File: src/hw/dlmc_pkg.sv
// Purpose: Shared constants and types for the level, mute and control block
// Assumes: One 125 MHz clock, registers reached on an 8-bit control port
// Notes: Levels are attenuation in 1/8 dB units, LVL_MUTE is quiescent
package dlmc_pkg;
  localparam logic [7:0] ADDR_SILENCE = 8'h04;
  localparam logic [7:0] ADDR_ATT_A = 8'h05;
  localparam logic [7:0] ADDR_ATT_B = 8'h06;
  localparam logic [7:0] ADDR_RAMP = 8'h07;
  localparam logic [7:0] ADDR_MISC = 8'h08;
  localparam logic [7:0] RST_SILENCE = 8'h80;
  localparam logic [7:0] RST_ATT = 8'h00;
  localparam logic [7:0] RST_RAMP = 8'hb1;
  localparam logic [7:0] RST_MISC = 8'h10;
  localparam int SIL_AUTO = 7;
  localparam int SIL_COMBINE = 5;
  localparam int SIL_MUTE_A = 4;
  localparam int SIL_MUTE_B = 3;
  localparam int RF_POL_LO = 6;
  localparam int RF_RAMP_UP = 5;
  localparam int RF_RAMP_DN = 4;
  localparam int RF_ROLLOFF = 2;
  localparam int MISC_PDN = 7;
  localparam int MISC_FREEZE = 5;
  localparam int MISC_STARTUP = 4;
  localparam int MISC_CLK_LO = 2;
  localparam int MISC_RATIO_LO = 0;
  localparam int AUTO_SILENCE_ENABLE_SAMPLES = 8192;
  localparam logic [9:0] ZC_TIMEOUT_SAMPLES = 10'h200;
  localparam int LVL_W = 11;
  localparam logic [10:0] LVL_MUTE = 11'h400;
  localparam logic [1:0] CLK_STD = 2'h0;
  localparam logic [1:0] CLK_WIDE = 2'h1;
  localparam logic [1:0] CLK_MANUAL = 2'h2;
  localparam logic [1:0] SPD_AUTO = 2'h0;
  localparam logic [1:0] SPD_SINGLE = 2'h1;
  localparam logic [1:0] SPD_QUAD = 2'h3;
  localparam logic [9:0] RATIO_512 = 10'h200;
  localparam logic [9:0] RATIO_256 = 10'h100;
  localparam logic [9:0] RATIO_128 = 10'h080;
  localparam logic [9:0] RATIO_64 = 10'h040;
  typedef enum logic [1:0] {
    POL_IMMED = 2'b00,
    POL_ZC = 2'b01,
    POL_SOFT = 2'b10,
    POL_SOFTZC = 2'b11
  } dlmc_policy_e;
  typedef enum logic [1:0] {
    FLT_RUN = 2'b00,
    FLT_DOWN = 2'b01,
    FLT_UP = 2'b10
  } dlmc_flt_e;
endpackage

File: src/hw/dlmc_chan.sv
// Purpose: One channel: auto-silence detect and level-change engine
// Assumes: sample_stb marks one sample, frame_tick one frame period
// Notes: Auto-silence overrides level at the top, so it is instant
`timescale 1ns/1ps
module dlmc_chan #(
  parameter int SILENCE_SAMPLES = dlmc_pkg::AUTO_SILENCE_ENABLE_SAMPLES,
  parameter int SAMPLE_W = 24
) (
  input wire logic clk,
  input wire logic sys_rst,
  input wire logic sample_stb,
  input wire logic [SAMPLE_W-1:0] sample_data,
  input wire logic frame_tick,
  input wire logic [7:0] attenuation_code,
  input wire logic mute_req,
  input wire logic auto_en,
  input wire dlmc_pkg::dlmc_policy_e policy,
  input wire logic instant,
  output logic [dlmc_pkg::LVL_W-1:0] level_q,
  output logic auto_muted_q,
  output logic at_target
);
  import dlmc_pkg::*;
  localparam int CW = $clog2(SILENCE_SAMPLES + 1);
  if (SILENCE_SAMPLES < 2 || SAMPLE_W < 2) begin : g_chk
    $error("dlmc_chan: unsupported parameters");
  end
  logic [CW-1:0] run_q;
  logic [9:0] tmo_q;
  logic sign_q;
  logic is_static;
  logic zc;
  logic tmo_hit;
  logic [LVL_W-1:0] target;
  dlmc_policy_e pol;

  function automatic logic [LVL_W-1:0] step_toward(input logic [LVL_W-1:0] cur,
                                                   input logic [LVL_W-1:0] tgt);
    if (cur < tgt) return LVL_W'(cur + 1'b1);
    if (cur > tgt) return LVL_W'(cur - 1'b1);
    return cur;
  endfunction

  assign is_static = (sample_data == '0) || (sample_data == '1);
  assign zc = sample_stb && (sample_data[SAMPLE_W-1] != sign_q);
  assign tmo_hit = sample_stb && (tmo_q == ZC_TIMEOUT_SAMPLES - 10'h1);
  assign target = mute_req ? LVL_MUTE : {1'b0, attenuation_code, 2'b00};
  assign pol = instant ? POL_IMMED : policy;
  assign at_target = (level_q == target);

  always_ff @(posedge clk or posedge sys_rst) begin
    if (sys_rst) begin
      run_q <= '0;
      auto_muted_q <= 1'b0;
    end else if (!auto_en) begin
      run_q <= '0;
      auto_muted_q <= 1'b0;
    end else if (sample_stb) begin
      if (is_static) begin
        if (run_q != CW'(SILENCE_SAMPLES)) run_q <= CW'(run_q + 1'b1);
        if (run_q == CW'(SILENCE_SAMPLES - 1)) auto_muted_q <= 1'b1;
      end else begin
        run_q <= '0;
        auto_muted_q <= 1'b0;
      end
    end
  end

  always_ff @(posedge clk or posedge sys_rst) begin
    if (sys_rst) begin
      sign_q <= 1'b0;
    end else if (sample_stb) begin
      sign_q <= sample_data[SAMPLE_W-1];
    end
  end

  // Timeout restarts whenever the level is settled
  always_ff @(posedge clk or posedge sys_rst) begin
    if (sys_rst) begin
      tmo_q <= '0;
    end else if (at_target || tmo_hit) begin
      tmo_q <= '0;
    end else if (sample_stb) begin
      tmo_q <= tmo_q + 10'h1;
    end
  end

  always_ff @(posedge clk or posedge sys_rst) begin
    if (sys_rst) begin
      level_q <= '0;
    end else begin
      unique case (pol)
        POL_IMMED: level_q <= target;
        POL_ZC: if (zc || tmo_hit) level_q <= target;
        POL_SOFT: if (frame_tick) level_q <= step_toward(level_q, target);
        POL_SOFTZC: if (zc || tmo_hit) level_q <= step_toward(level_q, target);
      endcase
    end
  end
endmodule

File: src/hw/dlmc_top.sv
// Purpose: Control registers, silence indicators, fault ramps and clock ratio
// Assumes: Control port decoded upstream into byte writes and reads
// Notes: Reads return the stored byte, including frozen pending values
`timescale 1ns/1ps
module dlmc_top #(
  parameter int SILENCE_SAMPLES = dlmc_pkg::AUTO_SILENCE_ENABLE_SAMPLES,
  parameter int SAMPLE_W = 24
) (
  input wire logic clk,
  input wire logic sys_rst,
  input wire logic [7:0] reg_addr,
  input wire logic [7:0] reg_wdata,
  input wire logic reg_we,
  input wire logic reg_re,
  output logic [7:0] reg_rdata_q,
  input wire logic frame_clock,
  input wire logic sample_valid,
  input wire logic [SAMPLE_W-1:0] sample_a,
  input wire logic [SAMPLE_W-1:0] sample_b,
  input wire logic frame_clock_lost,
  input wire logic [1:0] detected_speed,
  input wire logic [1:0] speed_range_select,
  output logic [dlmc_pkg::LVL_W-1:0] chan_a_level_q,
  output logic [dlmc_pkg::LVL_W-1:0] chan_b_level_q,
  output logic chan_a_silence_indicator_pin,
  output logic chan_b_silence_indicator_pin,
  output logic rolloff_select,
  output logic power_down,
  output logic [9:0] recovered_clock_ratio_q,
  output logic recovered_clock_enable_q
);
  import dlmc_pkg::*;
  if (SILENCE_SAMPLES < 2 || SAMPLE_W < 2) begin : g_chk
    $error("dlmc_top: unsupported parameters");
  end

  // Stored bytes as written
  logic [7:0] sil_q;
  logic [7:0] att_a_q;
  logic [7:0] att_b_q;
  logic [7:0] ramp_q;
  logic [7:0] misc_q;
  // Applied copies that steer the logic
  logic [7:0] ap_sil_q;
  logic [7:0] ap_att_a_q;
  logic [7:0] ap_att_b_q;
  logic [7:0] ap_ramp_q;
  logic [7:0] ap_misc_q;

  logic frame_q;
  logic frame_tick;
  dlmc_flt_e flt_q;
  logic roll_act_q;
  logic [1:0] speed_act_q;
  logic [1:0] speed_eff;
  logic mode_change;
  logic sys_mute;
  logic sys_instant;
  logic power_down_request;
  logic pdn_q;
  logic pup_q;
  logic instant;
  logic mute_a;
  logic mute_b;
  logic [LVL_W-1:0] lvl_a;
  logic [LVL_W-1:0] lvl_b;
  logic auto_a;
  logic auto_b;
  logic tgt_a;
  logic tgt_b;
  logic cond_a;
  logic cond_b;

  // Register writes; every bit is stored so reserved bits read back
  always_ff @(posedge clk or posedge sys_rst) begin
    if (sys_rst) begin
      sil_q <= RST_SILENCE;
      att_a_q <= RST_ATT;
      att_b_q <= RST_ATT;
      ramp_q <= RST_RAMP;
      misc_q <= RST_MISC;
    end else if (reg_we) begin
      unique case (reg_addr)
        ADDR_SILENCE: sil_q <= reg_wdata;
        ADDR_ATT_A: att_a_q <= reg_wdata;
        ADDR_ATT_B: att_b_q <= reg_wdata;
        ADDR_RAMP: ramp_q <= reg_wdata;
        ADDR_MISC: misc_q <= reg_wdata;
        default: ;
      endcase
    end
  end

  // Unmapped addresses read as zero
  always_ff @(posedge clk or posedge sys_rst) begin
    if (sys_rst) begin
      reg_rdata_q <= 8'h00;
    end else if (reg_re) begin
      unique case (reg_addr)
        ADDR_SILENCE: reg_rdata_q <= sil_q;
        ADDR_ATT_A: reg_rdata_q <= att_a_q;
        ADDR_ATT_B: reg_rdata_q <= att_b_q;
        ADDR_RAMP: reg_rdata_q <= ramp_q;
        ADDR_MISC: reg_rdata_q <= misc_q;
        default: reg_rdata_q <= 8'h00;
      endcase
    end
  end

  // Hold-updates gates every applied copy, the bit itself acts at once
  always_ff @(posedge clk or posedge sys_rst) begin
    if (sys_rst) begin
      ap_sil_q <= RST_SILENCE;
      ap_att_a_q <= RST_ATT;
      ap_att_b_q <= RST_ATT;
      ap_ramp_q <= RST_RAMP;
      ap_misc_q <= RST_MISC;
    end else if (!misc_q[MISC_FREEZE]) begin
      ap_sil_q <= sil_q;
      ap_att_a_q <= att_a_q;
      ap_att_b_q <= att_b_q;
      ap_ramp_q <= ramp_q;
      ap_misc_q <= misc_q;
    end
  end

  // Frame clock is sampled as a plain input; rising edge is one period
  always_ff @(posedge clk or posedge sys_rst) begin
    if (sys_rst) begin
      frame_q <= 1'b0;
    end else begin
      frame_q <= frame_clock;
    end
  end
  assign frame_tick = frame_clock && !frame_q;

  assign speed_eff = (speed_range_select == SPD_AUTO) ? detected_speed
                                                      : speed_range_select;
  assign mode_change = (ap_ramp_q[RF_ROLLOFF] != roll_act_q) || (speed_eff != speed_act_q);

  // Filter or speed change: mute, switch while silent, then unmute
  always_ff @(posedge clk or posedge sys_rst) begin
    if (sys_rst) begin
      flt_q <= FLT_RUN;
      roll_act_q <= 1'b0;
      speed_act_q <= SPD_AUTO;
    end else begin
      unique case (flt_q)
        FLT_RUN: begin
          if (frame_clock_lost || mode_change) flt_q <= FLT_DOWN;
        end
        FLT_DOWN: begin
          if (tgt_a && tgt_b && !frame_clock_lost) begin
            roll_act_q <= ap_ramp_q[RF_ROLLOFF];
            speed_act_q <= speed_eff;
            flt_q <= FLT_UP;
          end
        end
        FLT_UP: begin
          if (frame_clock_lost || mode_change) begin
            flt_q <= FLT_DOWN;
          end else if (tgt_a && tgt_b) begin
            flt_q <= FLT_RUN;
          end
        end
        default: flt_q <= FLT_RUN;
      endcase
    end
  end

  assign sys_mute = (flt_q == FLT_DOWN);
  // Lost frame clock leaves no crossings or ticks, so that mute is instant
  assign sys_instant = (sys_mute && (!ap_ramp_q[RF_RAMP_DN] || frame_clock_lost))
                    || (flt_q == FLT_UP && !ap_ramp_q[RF_RAMP_UP]);

  // Power-down and the ramp on leaving it
  assign power_down_request = ap_misc_q[MISC_PDN];
  always_ff @(posedge clk or posedge sys_rst) begin
    if (sys_rst) begin
      pdn_q <= 1'b0;
      pup_q <= 1'b0;
    end else begin
      pdn_q <= power_down_request;
      if (power_down_request || (tgt_a && tgt_b)) begin
        pup_q <= 1'b0;
      end else if (pdn_q) begin
        pup_q <= 1'b1;
      end
    end
  end

  assign instant = sys_instant || power_down_request || (pup_q && !ap_misc_q[MISC_STARTUP]);
  assign mute_a = ap_sil_q[SIL_MUTE_A] || sys_mute || power_down_request;
  assign mute_b = ap_sil_q[SIL_MUTE_B] || sys_mute || power_down_request;

  dlmc_chan #(
    .SILENCE_SAMPLES(SILENCE_SAMPLES),
    .SAMPLE_W(SAMPLE_W)
  ) u_chan_a (
    .clk(clk),
    .sys_rst(sys_rst),
    .sample_stb(sample_valid),
    .sample_data(sample_a),
    .frame_tick(frame_tick),
    .attenuation_code(ap_att_a_q),
    .mute_req(mute_a),
    .auto_en(ap_sil_q[SIL_AUTO]),
    .policy(dlmc_policy_e'(ap_ramp_q[RF_POL_LO +: 2])),
    .instant(instant),
    .level_q(lvl_a),
    .auto_muted_q(auto_a),
    .at_target(tgt_a)
  );

  dlmc_chan #(
    .SILENCE_SAMPLES(SILENCE_SAMPLES),
    .SAMPLE_W(SAMPLE_W)
  ) u_chan_b (
    .clk(clk),
    .sys_rst(sys_rst),
    .sample_stb(sample_valid),
    .sample_data(sample_b),
    .frame_tick(frame_tick),
    .attenuation_code(ap_att_b_q),
    .mute_req(mute_b),
    .auto_en(ap_sil_q[SIL_AUTO]),
    .policy(dlmc_policy_e'(ap_ramp_q[RF_POL_LO +: 2])),
    .instant(instant),
    .level_q(lvl_b),
    .auto_muted_q(auto_b),
    .at_target(tgt_b)
  );

  // Manual silence shows only once the level has settled at quiescent
  assign cond_a = auto_a || (ap_sil_q[SIL_MUTE_A] && tgt_a);
  assign cond_b = auto_b || (ap_sil_q[SIL_MUTE_B] && tgt_b);

  always_ff @(posedge clk or posedge sys_rst) begin
    if (sys_rst) begin
      chan_a_level_q <= '0;
      chan_b_level_q <= '0;
    end else begin
      chan_a_level_q <= auto_a ? LVL_MUTE : lvl_a;
      chan_b_level_q <= auto_b ? LVL_MUTE : lvl_b;
    end
  end

  always_ff @(posedge clk or posedge sys_rst) begin
    if (sys_rst) begin
      chan_a_silence_indicator_pin <= 1'b0;
      chan_b_silence_indicator_pin <= 1'b0;
    end else if (ap_sil_q[SIL_COMBINE]) begin
      chan_a_silence_indicator_pin <= cond_a && cond_b;
      chan_b_silence_indicator_pin <= cond_a && cond_b;
    end else begin
      chan_a_silence_indicator_pin <= cond_a;
      chan_b_silence_indicator_pin <= cond_b;
    end
  end

  always_ff @(posedge clk or posedge sys_rst) begin
    if (sys_rst) begin
      rolloff_select <= 1'b0;
      power_down <= 1'b0;
    end else begin
      rolloff_select <= roll_act_q;
      power_down <= power_down_request;
    end
  end

  // Recovered clock ratio against the frame clock
  always_ff @(posedge clk or posedge sys_rst) begin
    if (sys_rst) begin
      recovered_clock_ratio_q <= RATIO_256;
      recovered_clock_enable_q <= 1'b1;
    end else begin
      recovered_clock_enable_q <= 1'b1;
      unique case (ap_misc_q[MISC_CLK_LO +: 2])
        CLK_STD: recovered_clock_ratio_q <= (speed_act_q == SPD_QUAD) ? RATIO_128 : RATIO_256;
        CLK_WIDE: begin
          if (speed_act_q == SPD_QUAD) begin
            recovered_clock_ratio_q <= RATIO_128;
          end else if (speed_act_q == SPD_SINGLE) begin
            recovered_clock_ratio_q <= RATIO_512;
          end else begin
            recovered_clock_ratio_q <= RATIO_256;
          end
        end
        CLK_MANUAL: begin
          unique case (ap_misc_q[MISC_RATIO_LO +: 2])
            2'h0: recovered_clock_ratio_q <= RATIO_512;
            2'h1: recovered_clock_ratio_q <= RATIO_256;
            2'h2: recovered_clock_ratio_q <= RATIO_128;
            2'h3: recovered_clock_ratio_q <= RATIO_64;
          endcase
        end
        default: begin
          recovered_clock_ratio_q <= 10'h000;
          recovered_clock_enable_q <= 1'b0;
        end
      endcase
    end
  end
endmodule

File: config.mk
export PLATFORM = sky130hd
export DESIGN_NAME = dlmc_top
export DESIGN_NICKNAME = d
export VERILOG_FILES = /design/src/hw/dlmc_pkg.sv /design/src/hw/dlmc_chan.sv /design/src/hw/dlmc_top.sv
export SDC_FILE = /design/constraint.sdc
export NUM_CORES = 1
export LEC_CHECK = 0
export BUFFER_PORTS_ARGS = -buffer_cell sky130_fd_sc_hd__buf_4
export CORE_AREA = 2 2 170 172
export CTS_CLUSTER_DIAMETER = 100
export DETAILED_ROUTE_END_ITERATION = 7
export DIE_AREA = 0 0 172 174
export SLEW_MARGIN = 20
export SYNTH_ARGS = -nofsm -noshare
export SYNTH_HDL_FRONTEND = slang
export SYNTH_SLANG_ARGS = --single-unit
File: constraint.sdc
create_clock -name clk -period 7.1 [get_ports clk]
set_input_delay 1.775 -clock clk [delete_from_list [all_inputs] [get_ports clk]]
set_output_delay 1.775 -clock clk [all_outputs]
set_load 0.02 [all_outputs]
==> results of run 1 <==
[report_power, final]
part | switching, uW | internal [uW]
Sequential | 84.4 | 1180
Clock | 499 | 488
Combinational | 591 | 396
Total | 1170 | 2060
[layout make-up]
cell class	instances	area, sq um
Fill cell	2738	16700
Sequential cell	191	4800
Multi-Input combinational cell	666	4640
Timing Repair Buffer	119	893
Tap cell	384	480
Clock buffer	17	425
Clock inverter	15	193
Inverter	27	114
[layout by cell type, fill, tap and decap left out, drive strengths merged, types with 3 or more instances in the layout]
master	Yosys	layout
a21o	10	10
nand4	33	33
a221o	7	7
or3	12	12
dfrtp	178	178
nand2b	5	5
inv	27	36
nor2b	17	17
conb	1	6
o21ai	27	27
o21bai	6	6
a22o	7	7
xor2	25	25
a22oi	6	6
xnor2	19	19
o31ai	4	4
a41oi	3	3
dfstp	13	13
clkbuf	27	17
clkinv	0	6
buf	13	119
a211oi	5	5
or2	5	5
nand2	65	65
nor3	23	23
mux2i	15	15
or4	6	6
a21oi	31	31
mux2	83	83
and3	19	19
a222oi	7	7
nor4	25	25
ha	29	29
o22a	3	3
and2	6	6
nor2	93	93
nand3	30	30
[per-layer routing]
layer  vias to the layer above  part of all wire
met1                      3549              0.50
met5                         -                 0
met2                       147              0.45
li1                       3552                 -
met4                         0             0.013
met3                        20             0.036
[state kept, by name, summed over array words and instances (netlist names), 2 cells and up]
| register | count |
|---|---|
| att_a_q | 8 |
| u_chan_a.run_q | 14 |
| recovered_clock_ratio_q | 4 |
| ap_ramp_q | 5 |
| u_chan_a.level_q | 11 |
| chan_b_level_q | 11 |
| chan_a_level_q | 11 |
| ap_att_a_q | 8 |
| ap_sil_q | 4 |
| u_chan_b.tmo_q | 10 |
| reg_rdata_q | 8 |
| att_b_q | 8 |
| ramp_q | 8 |
| ap_misc_q | 6 |
| u_chan_b.run_q | 14 |
| misc_q | 8 |
| speed_act_q | 2 |
| flt_q | 2 |
| u_chan_b.level_q | 11 |
| sil_q | 8 |
| u_chan_a.tmo_q | 10 |
| ap_att_b_q | 8 |
[per-stage QoR]
stage	hold WS, ns	cell area, sq um	util
after floorplan	0.387	9710	-
after global placement	0.412	10900	0.386
after detailed placement	0.416	10900	0.387
after CTS	0.429	11500	0.408
after global routing	0.445	11500	0.409
final	0.430	11500	0.409
[cell families after synthesis]
logic type               after synthesis  share of synthesized area
buffers and inverters                 67                     0.0294
other                                  1                   0.000387
AND/OR/NAND/NOR                      353                      0.186
AO/OA/AOI/OAI                        134                     0.0960
adder cells (fa/ha/maj)               29                     0.0374
XOR/XNOR                              44                     0.0397
multiplexers                         100                      0.117
flip-flops                           191                      0.495
[critical path: cells and delay by family]
kind / cells / cell delay, ns
simple gates: 3 / 1.47
compound gates: 3 / 0.78
buf+inv: 1 / 0.13
[worst min path at each step]
| stage | from | endpoint | slack, ns |
|---|---|---|---|
| floorplan | roll_act_q$_DFFE_PP0P_ | rolloff_select$_DFF_PP0_ | 0.39 |
| global placement | roll_act_q$_DFFE_PP0P_ | rolloff_select$_DFF_PP0_ | 0.41 |
| detailed placement | roll_act_q$_DFFE_PP0P_ | rolloff_select$_DFF_PP0_ | 0.42 |
| CTS | ap_misc_q[3]$_DFFE_PP0N_ | recovered_clock_enable_q$_DFF_PP1_ | 0.43 |
| global route | roll_act_q$_DFFE_PP0P_ | rolloff_select$_DFF_PP0_ | 0.44 |
| finish | ap_misc_q[3]$_DFFE_PP0N_ | recovered_clock_enable_q$_DFF_PP1_ | 0.43 |
==> impl_metrics.csv, run 1 <==
group,metric,value,unit
run_status,run_status,"finished clean",
critical_path,timing.critical_path.from_type,"input port",
route,detailed_router_iteration_count_before_antenna_repair,4,
floorplanning,start_util,0.343,
route,post_drt_wl_per_cell,15.6,um
timing,setup_viol,0,
route,dr.first_iter.drc_count,487,
critical_path,cp_data_arrival_time,4.16,ns
floorplanning,vertical_die_dimension,174,um
route,route.antenna.remaining_nets,0,
power,vdd_ir_drop_max,0.165,mV
global_routing,antenna_found_initial,0,
floorplanning,num_io_pins,120,
critical_path,worstRegToRegCells,11,
clock_tree,number_of_hold_buffers_added_after_cts,0,
critical_path,cp_cell_sequence,"buf_4 -> nand2b_1 -> a221oi_1 -> nand3_1 -> and3_1 -> a222oi_1 -> o31ai_1",
critical_path,worst_setup_path_endpoint,"u_chan_b.level_q[3]$_DFFE_PP0P_",
critical_path,timing.critical_path.slowest_cell_delay,0.73,ns
clock_tree,cts_root_buf,"clkbuf_16",
global_routing,groute.usage.overall,0.157,
clock_tree,cts_max_path_buffers,2,
finish,final_net_count,1126,
critical_path,critical_path.endpoint_type,"register",
critical_path,crit_type,"in2reg",
timing,worstMarginPinSlew,0.898,ns
clock_tree,clk_pin_slew_worst_paths,0.08,ns
timing,setup_repair_after_global_routing_missed_its_margin,"no",
synth,postSynthCellCount,919,
clock_tree,cts_inserted_buffers,17,
min_path,whs_path_depth,1,
timing,clock-skew-final,0.0139,ns
floorplanning,floorplan.rows,62,
floorplanning,die_w,172,um
finish,post_layout_nonfiller_instances,1419,
critical_path,r2r_setup_slack,3.42,ns
global_routing,grt.met3_usage,0.0296,
critical_path,worst_r2r_endpoint,"u_chan_b.level_q[2]$_DFFE_PP0P_",
synth,dominantRegCellSynth,"dfrtp_1",
flow_run,maxCapViolations,0,
power,cellLeakagePower,0.00534,uW
timing,timing.final.crit_share,0.545,
global_routing,grt_start_max_net_pins,150,
finish,flow.area_growth_from_synthesis,19.1,%
synth,post-synth-top-count-cell,"dfrtp_1",
global_routing,grt_most_used_layer,"met2",
route,routed-via-count,7268,
synth,ys_ff_latch,191,
timing,post_route_minimum_period,3.87,ns
clock_tree,cts-resized-gates,0,
placed_design,gp_congestion,0.814,
global_routing,grt_first_pass_wirelength,37.4,mm
synth,postSynthAreaPerCell,10.6,sq um
clock_tree,worst_skew_pair.late_latency,0.44,ns
timing,count_of_final_max_slew_check_failures,0,
placed_design,preCtsSetupSlack,2.76,ns
timing,setup-tns-final,0,ns
synth,synth-seq-area-share,0.495,
finish,drive_gt1_frac,0.255,
global_routing,via_count_of_the_first_global_routing_pass,7163,
synth,synth_top_cell_by_area,"dfrtp_1",
critical_path,cp_max_fo,22,
clock_tree,clkSinkCount,191,
global_routing,total_global_routing_overflow,0,
timing,worst_slack,3.23,ns
global_routing,grt_met2_use,0.233,
global_routing,grt_util_met1,0.233,
floorplanning,core_area,0.0282,sq mm
critical_path,critPathLaunch,"frame_clock_lost",
synth,synth_top_cells_by_area,"dfrtp_1 (46%), mux2_2 (9.6%), ha_1 (3.7%)",
route,drt_drc_violations_left,0,
synth,synth_enable_flop_cells,0,
clock_tree,postCtsSetupBuffers,0,
route,totalWireLength,22.2,mm
clock_tree,htree_levels,4,
synth,post_synth_instance_area,0.00970,sq mm
synth,netlist_top_cells_count,"dfrtp_1 (178), nor2_1 (92), mux2_2 (83), nand2_1 (65), nand4_1 (33)",
finish,num_antenna_cells,0,
min_path,timing.hold.worst.class,"reg2reg",
clock_tree,tritoncts_clock_tree,"done",
route,routed_via_density,5.12,
timing,hold_viol,0,
critical_path,slowest_stage_cell_on_the_critical_path,"nand3_1",
floorplanning,floorplan.die_area,0.0299,sq mm
synth,netlist-cell-type-count,66,
synth,yosys.area.top_type_share,0.459,
placed_design,place.detailed.hpwl,16.1,mm
power,report.power.total,3240,uW
critical_path,crit_required,7.39,ns
power,p_per_area,280,mW/mm^2
synth,synthArstFlopShare,1.00,
placed_design,port_buffers,113,
critical_path,worstReg2RegStart,"flt_q[0]$_DFFE_PP0P_",
timing,fmaxAchievable,259,MHz
synth,yosys_warnings,0,
placed_design,placedCellCount,1387,
timing,maxSlewHeadroom,0.400,
No activity file was read; power rests on OpenSTA's default activity.
==> inputs of run 2 (changes only) <==
==> constraint.sdc (replaced) <==
create_clock -name clk -period 4 [get_ports clk]
set_input_delay 1 -clock clk [delete_from_list [all_inputs] [get_ports clk]]
set_output_delay 1 -clock clk [all_outputs]
set_load 0.02 [all_outputs]
==> run 2 against run 1 <==
Net effect:
- highest routed layer unchanged
- largest power group unchanged
- design area is 0.57% higher
- combinational power is 80% higher
- cell count is 0.63% higher
- hold slack worse by 0.0080 ns
- sequential power is 78% higher
- critical path type is now reg2reg
- flip-flop and latch count stayed put
- critical path depth is 5 higher
- first-iteration DRC count is 0.21% higher
- count of clock-buffer cells in the layout stayed put
- clock skew is 0.0013 ns lower
- critical endpoint is now u_chan_b.level_q[2]$_DFFE_PP0P_
==> impl_metrics.csv, run 2 (synthesized netlist as in run 1, its figures left out) <==
group,metric,value,unit
run_status,run_status,"finished clean",
global_routing,grt_first_pass_wirelength,38.8,mm
placed_design,port_buffers,113,
global_routing,antenna_found_initial,0,
timing,timing.final.crit_share,0.835,
route,detailed_router_iteration_count_before_antenna_repair,7,
route,totalWireLength,22.7,mm
timing,setup_viol,0,
placed_design,place.detailed.hpwl,16.9,mm
clock_tree,cts_inserted_buffers,17,
critical_path,worstReg2RegStart,"flt_q[0]$_DFFE_PP0P_",
min_path,hold_path_end,"rolloff_select$_DFF_PP0_",
clock_tree,number_of_hold_buffers_added_after_cts,0,
clock_tree,clk_pin_slew_worst_paths,0.08,ns
clock_tree,clkSinkCount,191,
timing,clock-skew-final,0.0126,ns
power,p_per_area,495,mW/mm^2
finish,num_antenna_cells,0,
floorplanning,start_util,0.343,
clock_tree,tritoncts_clock_tree,"done",
finish,mostFrequentLayoutCells,"dfrtp_1 (178), buf_4 (126), nor2_1 (92)",
timing,post_route_minimum_period,3.34,ns
timing,count_of_final_max_slew_check_failures,0,
route,dr.first_iter.drc_count,488,
critical_path,r2r_setup_slack,0.66,ns
route,post_drt_wl_per_cell,15.9,um
global_routing,via_count_of_the_first_global_routing_pass,7300,
global_routing,grt_start_max_net_pins,63,
clock_tree,postCtsSetupBuffers,0,
critical_path,cp_data_arrival_time,3.64,ns
global_routing,groute.usage.overall,0.162,
timing,fmaxAchievable,299,MHz
critical_path,timing.critical_path.from_type,"register",
flow_run,maxCapViolations,0,
route,routed_via_density,5.12,
placed_design,gp_congestion,0.839,
timing,setup-tns-final,0,ns
clock_tree,htree_levels,4,
clock_tree,worst_skew_pair.late_latency,0.45,ns
floorplanning,core_area,0.0282,sq mm
finish,drive_gt1_frac,0.260,
floorplanning,floorplan.rows,62,
timing,hold_viol,0,
power,cellLeakagePower,0.00537,uW
min_path,whs_path_depth,0,
clock_tree,cts_max_path_buffers,2,
route,drt_drc_violations_left,0,
finish,layout.cells.most_common,"dfrtp_1",
floorplanning,vertical_die_dimension,174,um
timing,setup_repair_after_global_routing_missed_its_margin,"no",
finish,flow.area_growth_from_synthesis,19.7,%
timing,holdWs,0.422,ns
power,vdd_ir_drop_max,0.318,mV
critical_path,worst_r2r_endpoint,"u_chan_b.level_q[2]$_DFFE_PP0P_",
floorplanning,die_w,172,um
min_path,timing.hold.worst.class,"reg2reg",
floorplanning,floorplan.die_area,0.0299,sq mm
clock_tree,cts-resized-gates,0,
min_path,hold_sp,"roll_act_q$_DFFE_PP0P_",
timing,maxSlewHeadroom,0.403,
critical_path,worstRegToRegCells,12,
critical_path,crit_type,"reg2reg",
floorplanning,num_io_pins,120,
critical_path,cp_max_fo,10,
route,route.antenna.remaining_nets,0,
timing,worstMarginPinSlew,0.893,ns
route,routed-via-count,7314,
clock_tree,cts_root_buf,"clkbuf_16",
finish,largest_registers,"u_chan_a.run_q x14, u_chan_b.run_q x14",
finish,final_net_count,1135,
global_routing,total_global_routing_overflow,0,
critical_path,crit_required,4.30,ns
critical_path,critical_path.endpoint_type,"register",
run 2: cell count changes in the layout (fill, tap and decap cells not counted), sizes merged:
| cell | change |
|---|---|
| buf | +9 |
| inv | -2 |
| clkinvlp | +2 |
run 2: how the worst max path moves through the flow:
stage                    startpoint                         endpoint  depth (start not counted)
2_1_floorplan               sys_rst        ap_att_a_q[0]$_DFFE_PP0N_                          1
3_3_place_gp       frame_clock_lost  u_chan_a.level_q[6]$_DFFE_PP0P_                          9
3_5_place_dp       frame_clock_lost  u_chan_a.level_q[6]$_DFFE_PP0P_                          9
4_1_cts        flt_q[0]$_DFFE_PP0P_  u_chan_b.level_q[2]$_DFFE_PP0P_                         12
5_1_grt        flt_q[0]$_DFFE_PP0P_  u_chan_b.level_q[2]$_DFFE_PP0P_                         12
6_report       flt_q[0]$_DFFE_PP0P_  u_chan_b.level_q[2]$_DFFE_PP0P_                         12
run 2: layer usage:
layer	track usage	part of all wire
met4	0.0382	0.011
met2	0.243	0.45
met3	0.0285	0.040
met1	0.243	0.50
met5	0	0
run 2: power breakdown:
part,internal [uW],leakage [uW],switching [uW]
Combinational,749,0.00251,1030
Sequential,2090,0.00256,151
Clock,854,0.000295,876
Total,3690,0.00537,2060
run 2: cell type report:
class	count	area [sq um]
Tap cell	384	480
Clock inverter	15	184
Inverter	27	105
Multi-Input combinational cell	666	4630
Clock buffer	17	425
Sequential cell	191	4800
Timing Repair Buffer	128	986
Fill cell	2774	16600
run 2: stage by stage:
step | setup slack (ns) | cells | power [uW] | utilization | cell area [sq um]
6_report | 0.658 | 1428 | 5750 | 0.411 | 11600
5_1_grt | 0.309 | 1428 | 6120 | 0.411 | 11600
4_1_cts | 0.667 | 1428 | 5800 | 0.411 | 11600
3_3_place_gp | 0.729 | 1396 | 4030 | 0.390 | 11000
2_1_floorplan | 0.548 | 924 | 3510 | - | 9720
3_5_place_dp | 0.618 | 1396 | 4050 | 0.390 | 11000
run 2: critical path, cell delays in order, from the launching register on:
cell and delay [ns]:
dfrtp_1 0.41, nor2b_1 0.17, nor3_1 0.14, buf_4 0.19
nand2_1 0.07, ha_1 0.30, nand2_1 0.05, o21ai_0 0.51
o21bai_1 0.25, nor2_2 0.35, mux2_2 0.39, a221oi_1 0.29
a41oi_1 0.07
